$ cat config.mk
export PLATFORM = sky130hd
export DESIGN_NAME = multicast_capability
export DESIGN_NICKNAME = d
export VERILOG_FILES = /design/src/core/multicast_capability.v
export VERILOG_INCLUDE_DIRS = /design/src /design/src/core
export SDC_FILE = /design/constraint.sdc
export NUM_CORES = 1
export LEC_CHECK = 0
export ABC_AREA = 1
export BUFFER_PORTS_ARGS = -buffer_cell sky130_fd_sc_hd__buf_4
export CAP_MARGIN = 20
export CORE_MARGIN = 5
export CORE_UTILIZATION = 50
export CTS_CLUSTER_DIAMETER = 30
export DETAILED_ROUTE_END_ITERATION = 6
export PLACE_DENSITY = 0.77
export SLEW_MARGIN = 20
export SYNTH_ARGS = -nofsm -noshare
export SYNTH_HDL_FRONTEND = slang
export SYNTH_SLANG_ARGS = --single-unit
$ cat constraint.sdc
create_clock -name hclk -period 3.7 [get_ports hclk]
set_clock_uncertainty 0.05 [all_clocks]
set_input_delay 0 -clock hclk [delete_from_list [all_inputs] [get_ports hclk]]
set_output_delay 0 -clock hclk [all_outputs]
set_load 0.01 [all_outputs]
$ cat src/core/multicast_capability_regs.vh
// Register map, field positions and reset values of the multicast capability block.
// Assumes inclusion by the block that decodes configuration accesses over AHB-Lite.
`ifndef MULTICAST_CAPABILITY_REGS_VH
`define MULTICAST_CAPABILITY_REGS_VH

// ---------------------------------------------------------------------------
// Printed register indices; byte address is four times the index.
// ---------------------------------------------------------------------------
`define MC_CAPABILITY_IDX    12'h334
`define MC_CONTROL_IDX       12'h336
`define MC_BASE_LOW_IDX      12'h338
`define MC_BASE_HIGH_IDX     12'h33C
`define MC_CONFIG_LOCK_IDX   12'h33E

// ---------------------------------------------------------------------------
// Field positions.
// ---------------------------------------------------------------------------
`define MC_COUNT_MSB         5
`define MC_COUNT_LSB         0
`define MC_FLAG_BIT          15
`define MC_BASE_LOW_LSB      12
`define MC_MIN_INDEX_POS     6'h0C

// ---------------------------------------------------------------------------
// Reset values.
// ---------------------------------------------------------------------------
`define MC_SUPPORTED_RST     6'h1F
`define MC_ECRC_RST          1'h1
`define MC_ENABLED_RST       6'h00
`define MC_ON_RST            1'h0
`define MC_INDEX_POS_RST     6'h00
`define MC_BASE_LOW_RST      20'h00000
`define MC_BASE_HIGH_RST     32'h00000000

`endif

$ cat src/core/multicast_capability.v
// Multicast capability register bank of one switch port bridge, with group decode.
// Assumes a single AHB-Lite master issuing whole-word single transfers and a
// TLP address presented synchronous to hclk for group classification.
`timescale 1ns/100ps
`include "multicast_capability_regs.vh"

module multicast_capability #(
  parameter ADDR_W = 14
) (
  // Clock and reset
  input  wire              hclk,
  input  wire              hresetn,
  // AHB-Lite slave
  input  wire              hsel,
  input  wire [ADDR_W-1:0] haddr,
  input  wire [1:0]        htrans,
  input  wire              hwrite,
  input  wire [2:0]        hsize,
  input  wire              hready,
  input  wire [31:0]       hwdata,
  output reg  [31:0]       hrdata,
  output reg               hreadyout,
  output reg               hresp,
  // TLP classification
  input  wire              tlp_valid,
  input  wire [63:0]       tlp_addr,
  output reg               group_hit,
  output reg  [5:0]        group_number,
  output reg               group_active,
  // Settings seen by the forwarding logic
  output reg               multicast_on,
  output reg  [6:0]        supported_groups,
  output reg  [6:0]        active_groups
);

  // ---------------------------------------------------------------------------
  // Address decode
  // ---------------------------------------------------------------------------
  localparam [2:0] SEL_NONE = 3'h0;
  localparam [2:0] SEL_CAP  = 3'h1;
  localparam [2:0] SEL_CTL  = 3'h2;
  localparam [2:0] SEL_BLO  = 3'h3;
  localparam [2:0] SEL_BHI  = 3'h4;
  localparam [2:0] SEL_LOCK = 3'h5;

  // Word-aligned addresses only; byte offsets 1..3 fall into the unmapped set.
  function [2:0] decode;
    input [ADDR_W-1:0] a;
    begin
      if (a[1:0] != 2'h0) begin
        decode = SEL_NONE;
      end else begin
        case (a[ADDR_W-1:2])
          `MC_CAPABILITY_IDX:  decode = SEL_CAP;
          `MC_CONTROL_IDX:     decode = SEL_CTL;
          `MC_BASE_LOW_IDX:    decode = SEL_BLO;
          `MC_BASE_HIGH_IDX:   decode = SEL_BHI;
          `MC_CONFIG_LOCK_IDX: decode = SEL_LOCK;
          default:             decode = SEL_NONE;
        endcase
      end
    end
  endfunction

  // Capability and control share one layout: flag in bit 15, count in 5:0,
  // and every other bit reserved and read as zero.
  function [31:0] pack_short;
    input       flag;
    input [5:0] count;
    begin
      pack_short = {16'h0000, flag, 9'h000, count};
    end
  endfunction

  // ---------------------------------------------------------------------------
  // Registers
  // ---------------------------------------------------------------------------
  reg  [5:0]  supported_group_count_reg;
  reg         ecrc_regen_supported_reg;
  reg  [5:0]  enabled_group_count_reg;
  reg         multicast_on_reg;
  reg  [5:0]  group_index_position_reg;
  reg  [19:0] multicast_base_lower_bits_reg;
  reg  [31:0] multicast_base_upper_bits_reg;
  reg         config_lock_reg;

  reg  [5:0]  supported_group_count_next;
  reg         ecrc_regen_supported_next;
  reg  [5:0]  enabled_group_count_next;
  reg         multicast_on_next;
  reg  [5:0]  group_index_position_next;
  reg  [19:0] multicast_base_lower_bits_next;
  reg  [31:0] multicast_base_upper_bits_next;
  reg         config_lock_next;

  // The lock bit closes the initial-configuration window of the capability
  // fields; only a reset opens it again.

  // Data-phase bookkeeping.
  reg         wr_pend_reg;
  reg  [2:0]  wr_sel_reg;

  wire        take = hsel & hready & htrans[1];
  wire [2:0]  addr_sel = decode(haddr);
  wire        rd_take  = take & ~hwrite;
  wire        wr_take  = take & hwrite;

  // Byte lanes are not decoded: every access counts as a whole word, so hsize
  // is left unread and a narrow write replaces the full register.

  // ---------------------------------------------------------------------------
  // Register write path
  // ---------------------------------------------------------------------------
  // Reserved bits are simply not stored, so writes to them are lost and reads
  // rebuild them as zero.
  always @* begin
    supported_group_count_next     = supported_group_count_reg;
    ecrc_regen_supported_next      = ecrc_regen_supported_reg;
    enabled_group_count_next       = enabled_group_count_reg;
    multicast_on_next              = multicast_on_reg;
    group_index_position_next      = group_index_position_reg;
    multicast_base_lower_bits_next = multicast_base_lower_bits_reg;
    multicast_base_upper_bits_next = multicast_base_upper_bits_reg;
    config_lock_next               = config_lock_reg;
    if (wr_pend_reg) begin
      case (wr_sel_reg)
        SEL_CAP: begin
          // Initial-configuration load only; after lock the fields stand still.
          if (!config_lock_reg) begin
            supported_group_count_next = hwdata[`MC_COUNT_MSB:`MC_COUNT_LSB];
            ecrc_regen_supported_next  = hwdata[`MC_FLAG_BIT];
          end
        end
        SEL_CTL: begin
          enabled_group_count_next = hwdata[`MC_COUNT_MSB:`MC_COUNT_LSB];
          multicast_on_next        = hwdata[`MC_FLAG_BIT];
        end
        SEL_BLO: begin
          group_index_position_next      = hwdata[`MC_COUNT_MSB:`MC_COUNT_LSB];
          multicast_base_lower_bits_next = hwdata[31:`MC_BASE_LOW_LSB];
        end
        SEL_BHI: begin
          multicast_base_upper_bits_next = hwdata;
        end
        SEL_LOCK: begin
          // Lock is sticky until reset, ending the initial-configuration window.
          config_lock_next = config_lock_reg | hwdata[0];
        end
        default: begin
          config_lock_next = config_lock_reg;
        end
      endcase
    end
  end

  always @(posedge hclk or negedge hresetn) begin
    if (!hresetn) begin
      supported_group_count_reg     <= `MC_SUPPORTED_RST;
      ecrc_regen_supported_reg      <= `MC_ECRC_RST;
      enabled_group_count_reg       <= `MC_ENABLED_RST;
      multicast_on_reg              <= `MC_ON_RST;
      group_index_position_reg      <= `MC_INDEX_POS_RST;
      multicast_base_lower_bits_reg <= `MC_BASE_LOW_RST;
      multicast_base_upper_bits_reg <= `MC_BASE_HIGH_RST;
      config_lock_reg               <= 1'h0;
      wr_pend_reg                   <= 1'h0;
      wr_sel_reg                    <= SEL_NONE;
    end else begin
      supported_group_count_reg     <= supported_group_count_next;
      ecrc_regen_supported_reg      <= ecrc_regen_supported_next;
      enabled_group_count_reg       <= enabled_group_count_next;
      multicast_on_reg              <= multicast_on_next;
      group_index_position_reg      <= group_index_position_next;
      multicast_base_lower_bits_reg <= multicast_base_lower_bits_next;
      multicast_base_upper_bits_reg <= multicast_base_upper_bits_next;
      config_lock_reg               <= config_lock_next;
      wr_pend_reg                   <= wr_take;
      wr_sel_reg                    <= addr_sel;
    end
  end

  // ---------------------------------------------------------------------------
  // Read path
  // ---------------------------------------------------------------------------
  // Read data is built from the next values so that a read right behind a
  // write returns the new contents with no wait state.
  reg [31:0] rd_next;

  always @* begin
    rd_next = 32'h00000000;
    case (addr_sel)
      SEL_CAP: begin
        rd_next = pack_short(ecrc_regen_supported_next, supported_group_count_next);
      end
      SEL_CTL: begin
        rd_next = pack_short(multicast_on_next, enabled_group_count_next);
      end
      SEL_BLO: begin
        rd_next = {multicast_base_lower_bits_next, 6'h00, group_index_position_next};
      end
      SEL_BHI: begin
        rd_next = multicast_base_upper_bits_next;
      end
      SEL_LOCK: begin
        rd_next = {{31{1'b0}}, config_lock_next};
      end
      default: begin
        rd_next = 32'h00000000;
      end
    endcase
  end

  always @(posedge hclk or negedge hresetn) begin
    if (!hresetn) begin
      hrdata    <= 32'h00000000;
      hreadyout <= 1'h1;
      hresp     <= 1'h0;
    end else begin
      // Zero wait states: every data phase completes in one cycle and an
      // error response is never returned.
      hreadyout <= 1'h1;
      hresp     <= 1'h0;
      if (rd_take) begin
        hrdata <= rd_next;
      end
    end
  end

  // ---------------------------------------------------------------------------
  // Group classification
  // ---------------------------------------------------------------------------
  // Software guarantees index position of 12 or more and zeroed base bits over
  // the group field; outside that the result is undefined, so no guard here.
  wire [63:0] base_full  = {multicast_base_upper_bits_reg,
                            multicast_base_lower_bits_reg, 12'h000};
  wire [63:0] addr_shift = tlp_addr >> group_index_position_reg;
  wire [5:0]  grp        = addr_shift[5:0];
  wire [63:0] top_mask   = {64{1'b1}} << group_index_position_reg;
  wire [63:0] hi_mask    = top_mask << 6;
  wire [63:0] bit_ok;

  // Each address bit above the group field must agree with the base; bits in
  // the group field take part only through the group number, and bits below it are ignored.
  genvar i;
  generate
    for (i = 0; i < 64; i = i + 1) begin : g_base_bit
      assign bit_ok[i] = ~hi_mask[i] | ~(tlp_addr[i] ^ base_full[i]);
    end
  endgenerate

  wire        base_match = &bit_ok;
  wire        tlp_hit    = tlp_valid & multicast_on_reg & base_match;
  wire        in_range   = (grp <= enabled_group_count_reg);

  always @(posedge hclk or negedge hresetn) begin
    if (!hresetn) begin
      group_hit        <= 1'h0;
      group_number     <= 6'h00;
      group_active     <= 1'h0;
    end else begin
      group_hit        <= tlp_hit;
      group_number     <= grp;
      group_active     <= tlp_hit & in_range;
    end
  end

  // ---------------------------------------------------------------------------
  // Settings seen by the forwarding logic
  // ---------------------------------------------------------------------------
  // These copies trail the register bits by one cycle; all of them change on
  // the same edge, so the forwarding logic never sees a mixed pair.
  always @(posedge hclk or negedge hresetn) begin
    if (!hresetn) begin
      multicast_on     <= 1'h0;
      supported_groups <= 7'h00;
      active_groups    <= 7'h00;
    end else begin
      multicast_on     <= multicast_on_reg;
      supported_groups <= {1'b0, supported_group_count_reg} + 7'h01;
      if (multicast_on_reg) begin
        active_groups  <= {1'b0, enabled_group_count_reg} + 7'h01;
      end else begin
        active_groups  <= 7'h00;
      end
    end
  end

endmodule // multicast_capability

Yosys cells after proc, flatten, opt, wreduce, memory -nomap -nowiden
Cells that the tools add are included.
- flip-flop bits (word level): 132
- output and inout port bits: 57
- logic and storage cells: 296
- add/subtract/negate cells: 2
- order comparisons: 1
- eq/ne operators: 15
- shifts and indexed selects: 2
- mux-type cells: 22
- bitwise gates (word level): 235
- reduce and logical (&&, ||, !) cells: 2
- operator list (operator ; count):
    32-bit case mux with 5 select lines ; 1
    1-bit inverter ; 117
    32-bit two-way mux ; 2
    64-bit by 6-bit << shifter with 58-bit output (first input constant) ; 1
    64-bit by 6-bit >> shifter with 6-bit output ; 1
    12-bit by 10-bit equality test with 1-bit output (second input constant) ; 5
    1-bit bitwise OR ; 59
    58-bit AND reduction ; 1
    1-bit XOR ; 52
    6-bit two-way mux ; 7
    20-bit two-way mux ; 2
    3-bit case mux with 5 select lines ; 1
    6-bit by 1-bit adder with 7-bit output (second input constant) ; 2
    3-bit by 2-bit equality test with 1-bit output (second input constant) ; 4
    3-bit equality test (second input constant) ; 4
    1-bit AND ; 7
    1-bit two-way mux ; 7
    7-bit two-way mux ; 1
    3-bit by 1-bit equality test with 1-bit output (second input constant) ; 2
    6-bit less-or-equal comparator ; 1
    3-bit two-way mux ; 1
    2-bit nonzero test ; 1

Depth between registers and ports, before layout
Gate-level depths: netlist (run 1).
- word-level depth: 6
- mapped depth: 20

Worst setup path after synthesis (run 1)
Ideal clock, no wire load.
- path kind: flip-flop to flip-flop
- start point: reg group_index_position_reg[1]
- end point: reg group_active
- library setup time: 0.122 ns
- arrival time: 2.287 ns
- data required time: 3.528 ns
- path slack: 1.241 ns
- cell stages (with the launch flop): 18
- buffers on the path: 3
- clock period less this slack: 2.459 ns
- path through: dfrtp_1 > buf_4 > inv_2 > buf_2 > buf_2 > nand3_1 > o21ai_1 > nor2_1 > nor2_1 > nand3_1 > nand3_1 > nand2_1 > ha_1 > nand2_1 > nor2_1 > nand3b_1 > a32oi_1 > nor2_1
- RTL lines (element ; line ; source):
    start: declaration ; multicast_capability.v:82 ; reg [5:0] group_index_position_reg;
    start signal: assignment ; multicast_capability.v:162 ; group_index_position_reg <= `MC_INDEX_POS_RST;
    start signal: assignment ; multicast_capability.v:173 ; group_index_position_reg <= group_index_position_next;
    64-bit by 6-bit >> shifter with 6-bit output ; multicast_capability.v:236 ; wire [63:0] addr_shift = tlp_addr >> group_index_position_reg;
    named net addr_shift[5] ; multicast_capability.v:236 ;
    6-bit less-or-equal comparator ; multicast_capability.v:253 ; wire in_range = (grp <= enabled_group_count_reg);
    1-bit AND ; multicast_capability.v:263 ; group_active <= tlp_hit & in_range;
    end signal: assignment ; multicast_capability.v:263 ;
    end: declaration ; multicast_capability.v:29 ; output reg group_active,
The timed path passes the listed nets, and every way through them passes these cells.
A chain may end at the register's enable or synchronous reset.

Worst setup path in the final report (run 1)
- start point: reg group_index_position_reg[0]
- end point: reg group_active
Same word-level chain as after synthesis.

==> results of run 1 <==
-- what timing repair did --
action / 4_1_cts / 5_1_grt
resized for setup: 0 / 0
hold endpoints to repair: 185 / 0
hold buffers: 38 / 0
-- final cells by class --
type / count / area, um2
Clock buffer: 18 / 439
Clock inverter: 14 / 136
Fill cell: 1624 / 6390
Inverter: 135 / 508
Multi-Input combinational cell: 1083 / 5040
Sequential cell: 132 / 3310
Tap cell: 229 / 287
Timing Repair Buffer: 238 / 1910
-- worst paths after layout --
check	cells past startpoint	end	from	slack (ps)
hold reg to reg	1	supported_groups[0]	supported_group_count_reg[0]	410
hold / removal	5	wr_sel_reg[1]	haddr[3]	30
min in group asynchronous	2	hrdata[14]	hresetn	170
setup / recovery	15	group_active	group_index_position_reg[0]	670
setup reg to reg	15	group_active	group_index_position_reg[0]	670
max in group asynchronous	3	hrdata[29]	hresetn	2630
-- worst max-delay path, cell delays in order (launching register included) --
cell      delay, ps
dfrtp_2         430
inv_2           320
buf_12          240
nand2_1          60
o21ai_1         130
nor2_1           60
o31ai_1         330
nand3_1         120
nor2_1          190
nor2_1          110
ha_1            290
nand2_1          50
nor2_1          150
nand3b_1        100
a32oi_1         180
nor2_1           80
-- routing by layer --
metal | up-vias | GRT usage, % | wire (um)
met4 | 0 | 9.98 | 1070
met5 | - | 0 | 0
li1 | 4878 | - | -
met2 | 508 | 48.3 | 15400
met3 | 79 | 7.26 | 3180
met1 | 4653 | 43.6 | 14300
-- cell usage after synthesis (16+ instances only) --
cell type  count
a21oi_1       16
buf_2         31
clkbuf_1      25
dfrtp_1      126
inv_1        116
nand2_1      579
nand3_1       77
nand4_1       21
nor2_1        91
o21a_1        19
o21ai_0      112
o21ai_1       50
xor2_1        43
-- report_power, final --
part           internal [mW]  switching (mW)  leakage [nW]
Clock                  0.907           0.741         0.275
Sequential              1.45         0.00388          1.47
Combinational          0.158           0.204          4.79
-- kinds of logic after synthesis --
family	synth area share [%]
simple gates	35.0
compound gates	13.4
buf+inv	9.28
flops	36.0
xor+xnor	4.19
fa+ha+maj	1.09
mux	0.938
other cells	0.0816
-- layout by cell type, fill, tap and decap left out, drive strengths merged, types with 17 or more instances in the layout --
cell,synthesis,layout
inv,131,139
buf,43,199
dfrtp,126,126
dlygate4sd3,0,38
nand3,78,78
nand2,583,583
o21ai,164,164
xor2,43,43
o21a,19,19
a21oi,17,17
nand4,21,21
clkbuf,25,19
nor2,99,99
==> flow_metrics.py, run 1 <==
metrics = {
    "placement": {
        "dpl_cell_area_um2": 10700,
        "io_buffers": 171,
        "dp_slack_ps": 741,
        "place_congestion": 0.982,
        "placed_cells": 1779,
        "hpwl_mm": 25.3,
    },
    "sta": {
        "tns_ps": 0,
        "hold_violations": 0,
        "max_freq_mhz": 330,
        "period_share_pct": 82.0,
        "worst_slack_ps": 666,
        "setup_violations": 0,
        "worstMarginPinSlew_ps": 881,
        "rsz0062_at_grt": "no",
        "finalMaxSlewViolations": 0,
        "relSlewSlack_pct": 41.3,
        "finalHoldWorstSlack_ps": 28.1,
        "fin_crit_ps": 3030,
    },
    "global_route": {
        "antenna_found_initial": 0,
        "grt_max_degree": 111,
        "grt_pass1_vias": 9505,
        "overflow": 0,
        "grt_pass1_wl_mm": 53.0,
        "grtUsageTotal_pct": 31.2,
    },
    "setup_path": {
        "crit_type": "register to register",
        "cp.required_ps": 3960,
        "end_kind": "register",
        "startpoint_type": "register",
        "cp_max_fo": 37,
        "arrival_ps": 3300,
    },
    "cells_and_area": {
        "stdcell_area_um2": 11600,
        "utilization_pct": 64.6,
        "nets": 1736,
        "final_layout_size_suffix_gt1_share_pct": 17.3,
        "area.growth.synth_to_final_pct": 26.4,
        "stdcell_count": 1849,
        "antenna_cells": 0,
    },
    "yosys": {
        "synth_top_cells_by_area": "dfrtp_1 (34%), nand2_1 (24%), o21ai_0 (6.1%)",
        "netlist_area_um2": 9210,
        "async_reset_ff_share_pct": 100,
        "yosysWarnings": 0,
        "ys_seq_elements": 132,
        "syn_avg_cell_area_um2": 6.49,
        "syn_nets": 1547,
        "synth_area_leader_cell": "dfrtp_1",
        "netlist-cell-type-count": 48,
        "seq_area_frac_synth_pct": 36.0,
        "synth_top_area_share_pct": 34.2,
        "synth_edf_count": 0,
        "synth_cells": 1418,
        "synth_ff_type": "dfrtp_1",
    },
    "worst_hold_path": {
        "min_path_type": "primary input to register",
    },
    "floorplanning": {
        "initial_utilization_pct": 51.1,
        "boundaryPins": 178,
        "core_um2": 18000,
        "die-area_um2": 21200,
        "rows": 49,
        "die_x_um": 146,
        "die_y_um": 146,
    },
    "pwr": {
        "power.total_mw": 3.46,
        "power_density_nw_per_um2": 298,
        "p_leak_nw": 6.54,
        "vdd_drop_max_v": 0.000333,
    },
    "drt": {
        "drtAntennaViolNets": 0,
        "via_per_inst": 5.47,
        "post_drt_wl_per_cell_um": 18.3,
        "vias": 10100,
        "drc_errors": 0,
        "drtPass1Iterations": 6,
        "wl_mm": 33.9,
        "drtIter0Drc": 1101,
    },
    "cts": {
        "clock_sinks": 132,
        "htreeDepth": 4,
        "cts_tree": "done",
        "cts_setup_buffers": 0,
        "clkSlewWorstSetupHoldPaths_ps": 70,
        "root_buffer": "clkbuf_16",
        "insertion_delay_ps": 430,
        "clk_path_buf_depth": 2,
        "numCtsBuffers": 17,
    },
    "run_status": {
        "status": "completed",
    },
    "run": {
        "maxCapViolCount": 0,
    },
}
No activity file was read; power rests on OpenSTA's default activity.
==> inputs of run 2 (changes only) <==
Clock period 3.7 ns to 2.97 ns, I/O delays scaled along.
==> run 2 against run 1 <==
- worst hold slack better by 2.1 ps
- clock power up 27%
- register-to-register slack worse by 470 ps
- first-iteration DRC count down 7.4%
- total power up 26%
- highest routed layer unchanged
==> flow_metrics.py, run 2 (synthesis results as in run 1) <==
metrics = {
    "cells_and_area": {
        "final_common_cell": "nand2_1",
        "antenna_cells": 0,
        "nFillCells": 1570,
        "area.growth.synth_to_final_pct": 29.1,
        "stdcell_count": 1875,
        "mostFrequentLayoutCells": "nand2_1 (579), buf_4 (218), dfrtp_1 (125)",
        "nets": 1762,
        "final_layout_size_suffix_gt1_share_pct": 18.6,
    },
    "sta": {
        "finalMaxSlewViolations": 0,
        "finalHoldWorstSlack_ps": 30.1,
        "rsz0062_at_grt": "no",
        "worstMarginPinSlew_ps": 709,
        "max_freq_mhz": 359,
        "period_share_pct": 93.8,
        "relSlewSlack_pct": 52.6,
        "fin_crit_ps": 2790,
        "tns_ps": 0,
        "hold_violations": 0,
        "setup_violations": 0,
    },
    "cts": {
        "numCtsBuffers": 17,
        "clk_path_buf_depth": 2,
        "root_buffer": "clkbuf_16",
        "clkSlewWorstSetupHoldPaths_ps": 60,
        "cts_tree": "done",
        "clock_sinks": 132,
        "insertion_delay_ps": 440,
        "htreeDepth": 4,
    },
    "drt": {
        "via_per_inst": 5.43,
        "drtIter0Drc": 1020,
        "drtAntennaViolNets": 0,
        "vias": 10200,
        "wl_mm": 34.3,
        "drtPass1Iterations": 6,
        "drc_errors": 0,
        "post_drt_wl_per_cell_um": 18.3,
    },
    "pwr": {
        "p_leak_nw": 6.68,
        "vdd_drop_max_v": 0.000426,
        "power_density_nw_per_um2": 367,
    },
    "global_route": {
        "overflow": 0,
        "grt_max_degree": 71,
        "antenna_found_initial": 0,
        "grtUsageTotal_pct": 31.7,
        "grt_pass1_wl_mm": 53.7,
        "grt_pass1_vias": 9823,
    },
    "setup_path": {
        "cp.required_ps": 3280,
        "max_stage_delay_ps": 630,
        "crit_type": "primary input to register",
        "cp_max_fo": 26,
        "r2r_cells": 16,
        "r2r_end": "group_active",
        "r2r_slack_ps": 200,
        "r2r_start": "group_index_position_reg[0]",
        "cp_slowest_cell": "dlygate4sd3_1",
        "end_kind": "register",
        "crit_top_cell": "dlygate4sd3_1",
        "cp_cell_sequence": "dlygate4sd3_1 > buf_4 > nor2_1 > dlygate4sd3_1 > nand3_1 > dlygate4sd3_1 > inv_2 > nor2_2 > a21oi_4 > nand2_1 > nand2_1",
        "startpoint_type": "primary input",
        "arrival_ps": 3100,
    },
    "floorplanning": {
        "rows": 49,
        "die_x_um": 146,
        "die_y_um": 146,
        "initial_utilization_pct": 51.1,
        "boundaryPins": 178,
        "core_um2": 18000,
        "die-area_um2": 21200,
    },
    "placement": {
        "place_congestion": 1.01,
        "hpwl_mm": 26.1,
        "io_buffers": 171,
        "placed_cells": 1804,
    },
    "run_status": {
        "status": "completed",
    },
    "run": {
        "maxCapViolCount": 0,
    },
    "worst_hold_path": {
        "holdPathEnd": "wr_sel_reg[1]",
        "min_from": "haddr[8]",
        "min_path_type": "primary input to register",
        "holdPathStages": 6,
    },
}
run 2: what timing repair did:
action | 4_1_cts | 5_1_grt
gates resized for setup | 0 | 3
hold buffers | 38 | 0
endpoints found under the setup margin | 0 | 1
buffers inserted | 0 | 1
hold endpoints to repair | 149 | 0
run 2: how the worst max path moves through the flow:
stage                   endpoint  slack, ps  depth (start not counted)                   startpoint
global route        group_active          8                         13  group_index_position_reg[0]
floorplan           group_active        510                         17  group_index_position_reg[1]
detailed placement  group_active        170                         16  group_index_position_reg[0]
finish                hrdata[25]        180                         11                     haddr[0]
global placement    group_active        240                         16  group_index_position_reg[0]
CTS                 group_active        170                         16  group_index_position_reg[0]
run 2: where the power goes:
part	switching [mW]	internal [mW]	total (mW)	leakage (nW)
Sequential	0.00519	1.81	1.81	1.47
Clock	0.919	1.18	2.10	0.265
Combinational	0.251	0.202	0.453	4.94
run 2: worst max-delay path, delay by kind of cell:
family          cells  cell delay (ps)
buf+inv             5             1970
simple gates        5              490
compound gates      1              610
run 2: metal layers:
layer / up-vias / global-route usage [%] / wire length (um)
met4: 0 / 8.82 / 714
met3: 59 / 8.00 / 3020
met5: - / 0 / 0
li1: 4926 / - / -
met2: 454 / 49.7 / 15800
met1: 4745 / 43.7 / 14800
run 2: cell type report:
type | count | area (um2) | share of cell area, %
Clock buffer | 18 | 429 | 3.61
Timing Repair Buffer | 264 | 2160 | 18.2
Clock inverter | 14 | 148 | 1.24
Multi-Input combinational cell | 1083 | 5040 | 42.4
Sequential cell | 132 | 3310 | 27.9
Tap cell | 229 | 287 | 2.41
Inverter | 135 | 508 | 4.27
run 2: metrics by stage:
stage	cell area (um2)	power [mW]	setup slack [ps]	util, %
after floorplan	9210	1.99	511	-
after global placement	10900	2.24	241	60.6
after detailed placement	10900	2.25	166	60.6
after CTS	11900	4.36	165	65.9
after global routing	11900	4.49	7.70	65.9
final	11900	4.36	185	65.9
==> inputs of run 3 (changes only) <==
Settings changed: HOLD_SLACK_MARGIN set to 0.03.
Clock period 2.97 ns to 2.75 ns, I/O delays scaled along.
==> run 3 against run 2 <==
- register-to-register slack got worse by 170 ps
- combinational power grew 12%
- worst hold slack improved by 26 ps
- clock-buffer cell count is the same
- design area is 1.5% higher
- total power grew 9.8%
- critical path depth is 5 higher
- core utilization up 0.96 points
- setup slack got worse by 160 ps
- flip-flop and latch count unchanged
- die area unchanged
- critical path type is now register to register
==> flow_metrics.py, run 3 (synthesis results as in run 1) <==
metrics = {
    "cts": {
        "root_buffer": "clkbuf_16",
        "clock_sinks": 132,
        "insertion_delay_ps": 420,
        "cts_tree": "done",
        "clk_path_buf_depth": 2,
        "numCtsBuffers": 17,
        "htreeDepth": 4,
        "clkSlewWorstSetupHoldPaths_ps": 60,
    },
    "setup_path": {
        "startpoint_type": "register",
        "crit_start": "group_index_position_reg[0]",
        "crit_type": "register to register",
        "r2r_slack_ps": 30,
        "cp_max_fo": 48,
        "r2r_start": "group_index_position_reg[0]",
        "crit_path_end": "group_active",
        "r2r_cells": 16,
        "r2r_end": "group_active",
        "arrival_ps": 2980,
        "end_kind": "register",
        "cp.required_ps": 3010,
    },
    "pwr": {
        "swShare_pct": 26.1,
        "power.total_mw": 4.79,
        "switchingPower_mw": 1.25,
        "vdd_drop_max_v": 0.000696,
        "power_frac_comb_pct": 10.6,
        "pwr-share-seq_pct": 40.8,
        "p_leak_nw": 6.77,
        "internal_power_mw": 3.54,
        "power_density_nw_per_um2": 397,
        "clkPwrFrac_pct": 48.6,
    },
    "worst_hold_path": {
        "min_path_type": "primary input to register",
    },
    "global_route": {
        "grt_pass1_wl_mm": 55.3,
        "grt_pass1_vias": 10100,
        "antenna_found_initial": 1,
        "overflow": 0,
        "grt_max_degree": 78,
        "grtUsageTotal_pct": 32.5,
    },
    "run_status": {
        "status": "completed",
    },
    "sta": {
        "period_share_pct": 99.0,
        "relSlewSlack_pct": 52.1,
        "tns_ps": 0,
        "fin_crit_ps": 2720,
        "setup_violations": 0,
        "worstMarginPinSlew_ps": 718,
        "finalMaxSlewViolations": 0,
        "max_freq_mhz": 367,
        "hold_violations": 0,
        "rsz0062_at_grt": "yes",
    },
    "floorplanning": {
        "die-area_um2": 21200,
        "die_x_um": 146,
        "core_um2": 18000,
        "boundaryPins": 178,
        "initial_utilization_pct": 51.1,
        "rows": 49,
        "die_y_um": 146,
    },
    "cells_and_area": {
        "nFillCells": 1589,
        "multi_input_area_um2": 5070,
        "stdcell_area_um2": 12100,
        "utilization_pct": 66.9,
        "mostFrequentLayoutCells": "nand2_1 (579), buf_4 (223), dfrtp_1 (125)",
        "register_area_um2": 3310,
        "nets": 1774,
        "final_common_cell": "nand2_1",
        "final_layout_size_suffix_gt1_share_pct": 19.0,
        "stdcell_count": 1888,
        "area.growth.synth_to_final_pct": 31.0,
    },
    "placement": {
        "dpl_cell_area_um2": 11000,
        "io_buffers": 171,
        "placed_cells": 1812,
        "place_congestion": 1.01,
        "hpwl_mm": 26.5,
    },
    "drt": {
        "drtIter0Drc": 1250,
        "wl_mm": 35.8,
        "post_drt_wl_per_cell_um": 18.9,
        "drc_errors": 0,
        "drtAntennaViolNets": 0,
        "vias": 10500,
        "via_per_inst": 5.58,
        "drtPass1Iterations": 5,
    },
    "run": {
        "maxCapViolCount": 0,
    },
}
[run 3: critical path: stages, from the launching register on]
cell and delay, ps:
dfrtp_2 450, buf_12 190, o21ai_0 270, buf_4 170, nand2_1 50, o21ai_0 90
o22ai_1 90, nor2_1 100, nand2_1 50, nand3_1 80, nand2_1 120, ha_1 310
nand2_1 70, nor2_2 160, nand3b_1 90, a32oi_1 170, nor2_1 70
[run 3: repair_timing]
action	in CTS	in global routing
endpoints found under the hold margin	156	0
hold buffers	42	0
resized for setup	0	8
endpoints found under the setup margin	0	27
setup buffers	0	0
[run 3: stage by stage]
step | worst slack, ps | hold slack, ps
2_1_floorplan | 291 | -346
3_3_place_gp | 67.9 | 2.17
3_5_place_dp | 16.8 | 1.18
4_1_cts | 8.24 | 37.7
5_1_grt | -133 | 62.7
6_report | 27.0 | 55.7
[run 3: worst min-delay path by stage]
stage / startpoint / end / cells past startpoint
floorplan: hresetn / active_groups[0] / 0
global placement: hresetn / multicast_base_upper_bits_reg[16] / 1
detailed placement: hresetn / multicast_base_upper_bits_reg[16] / 1
CTS: hsel / hrdata[9] / 5
global route: htrans[1] / hrdata[9] / 5
finish: htrans[1] / hrdata[9] / 5
[run 3: power by group through the flow]
| stage | Clock, mW | Combinational [mW] | Sequential (mW) |
|---|---|---|---|
| 6_report | 2.33 | 0.506 | 1.96 |
| 4_1_cts | 2.33 | 0.492 | 1.96 |
| 3_5_place_dp | 0 | 0.444 | 1.99 |
| 2_1_floorplan | 0 | 0.156 | 1.99 |
| 5_1_grt | 2.43 | 0.547 | 1.95 |
| 3_3_place_gp | 0 | 0.444 | 1.99 |
[run 3: layout make-up]
type | instances | share of cell area, %
diodes | 1 | 0.0207
clock buffers | 18 | 3.56
clock inverters | 14 | 1.40
inverters | 135 | 4.21
multi-input cells | 1084 | 42.0
flip-flops and latches | 132 | 27.5
well taps | 229 | 2.38
repair buffers | 275 | 19.0
[run 3: metal layers]
layer	track usage [%]	part of all wire (%)	vias up
li1	-	-	4960
met2	50.6	46	564
met4	11.2	3.6	0
met3	7.57	9.5	105
met1	44.7	41	4903
met5	0	0	-
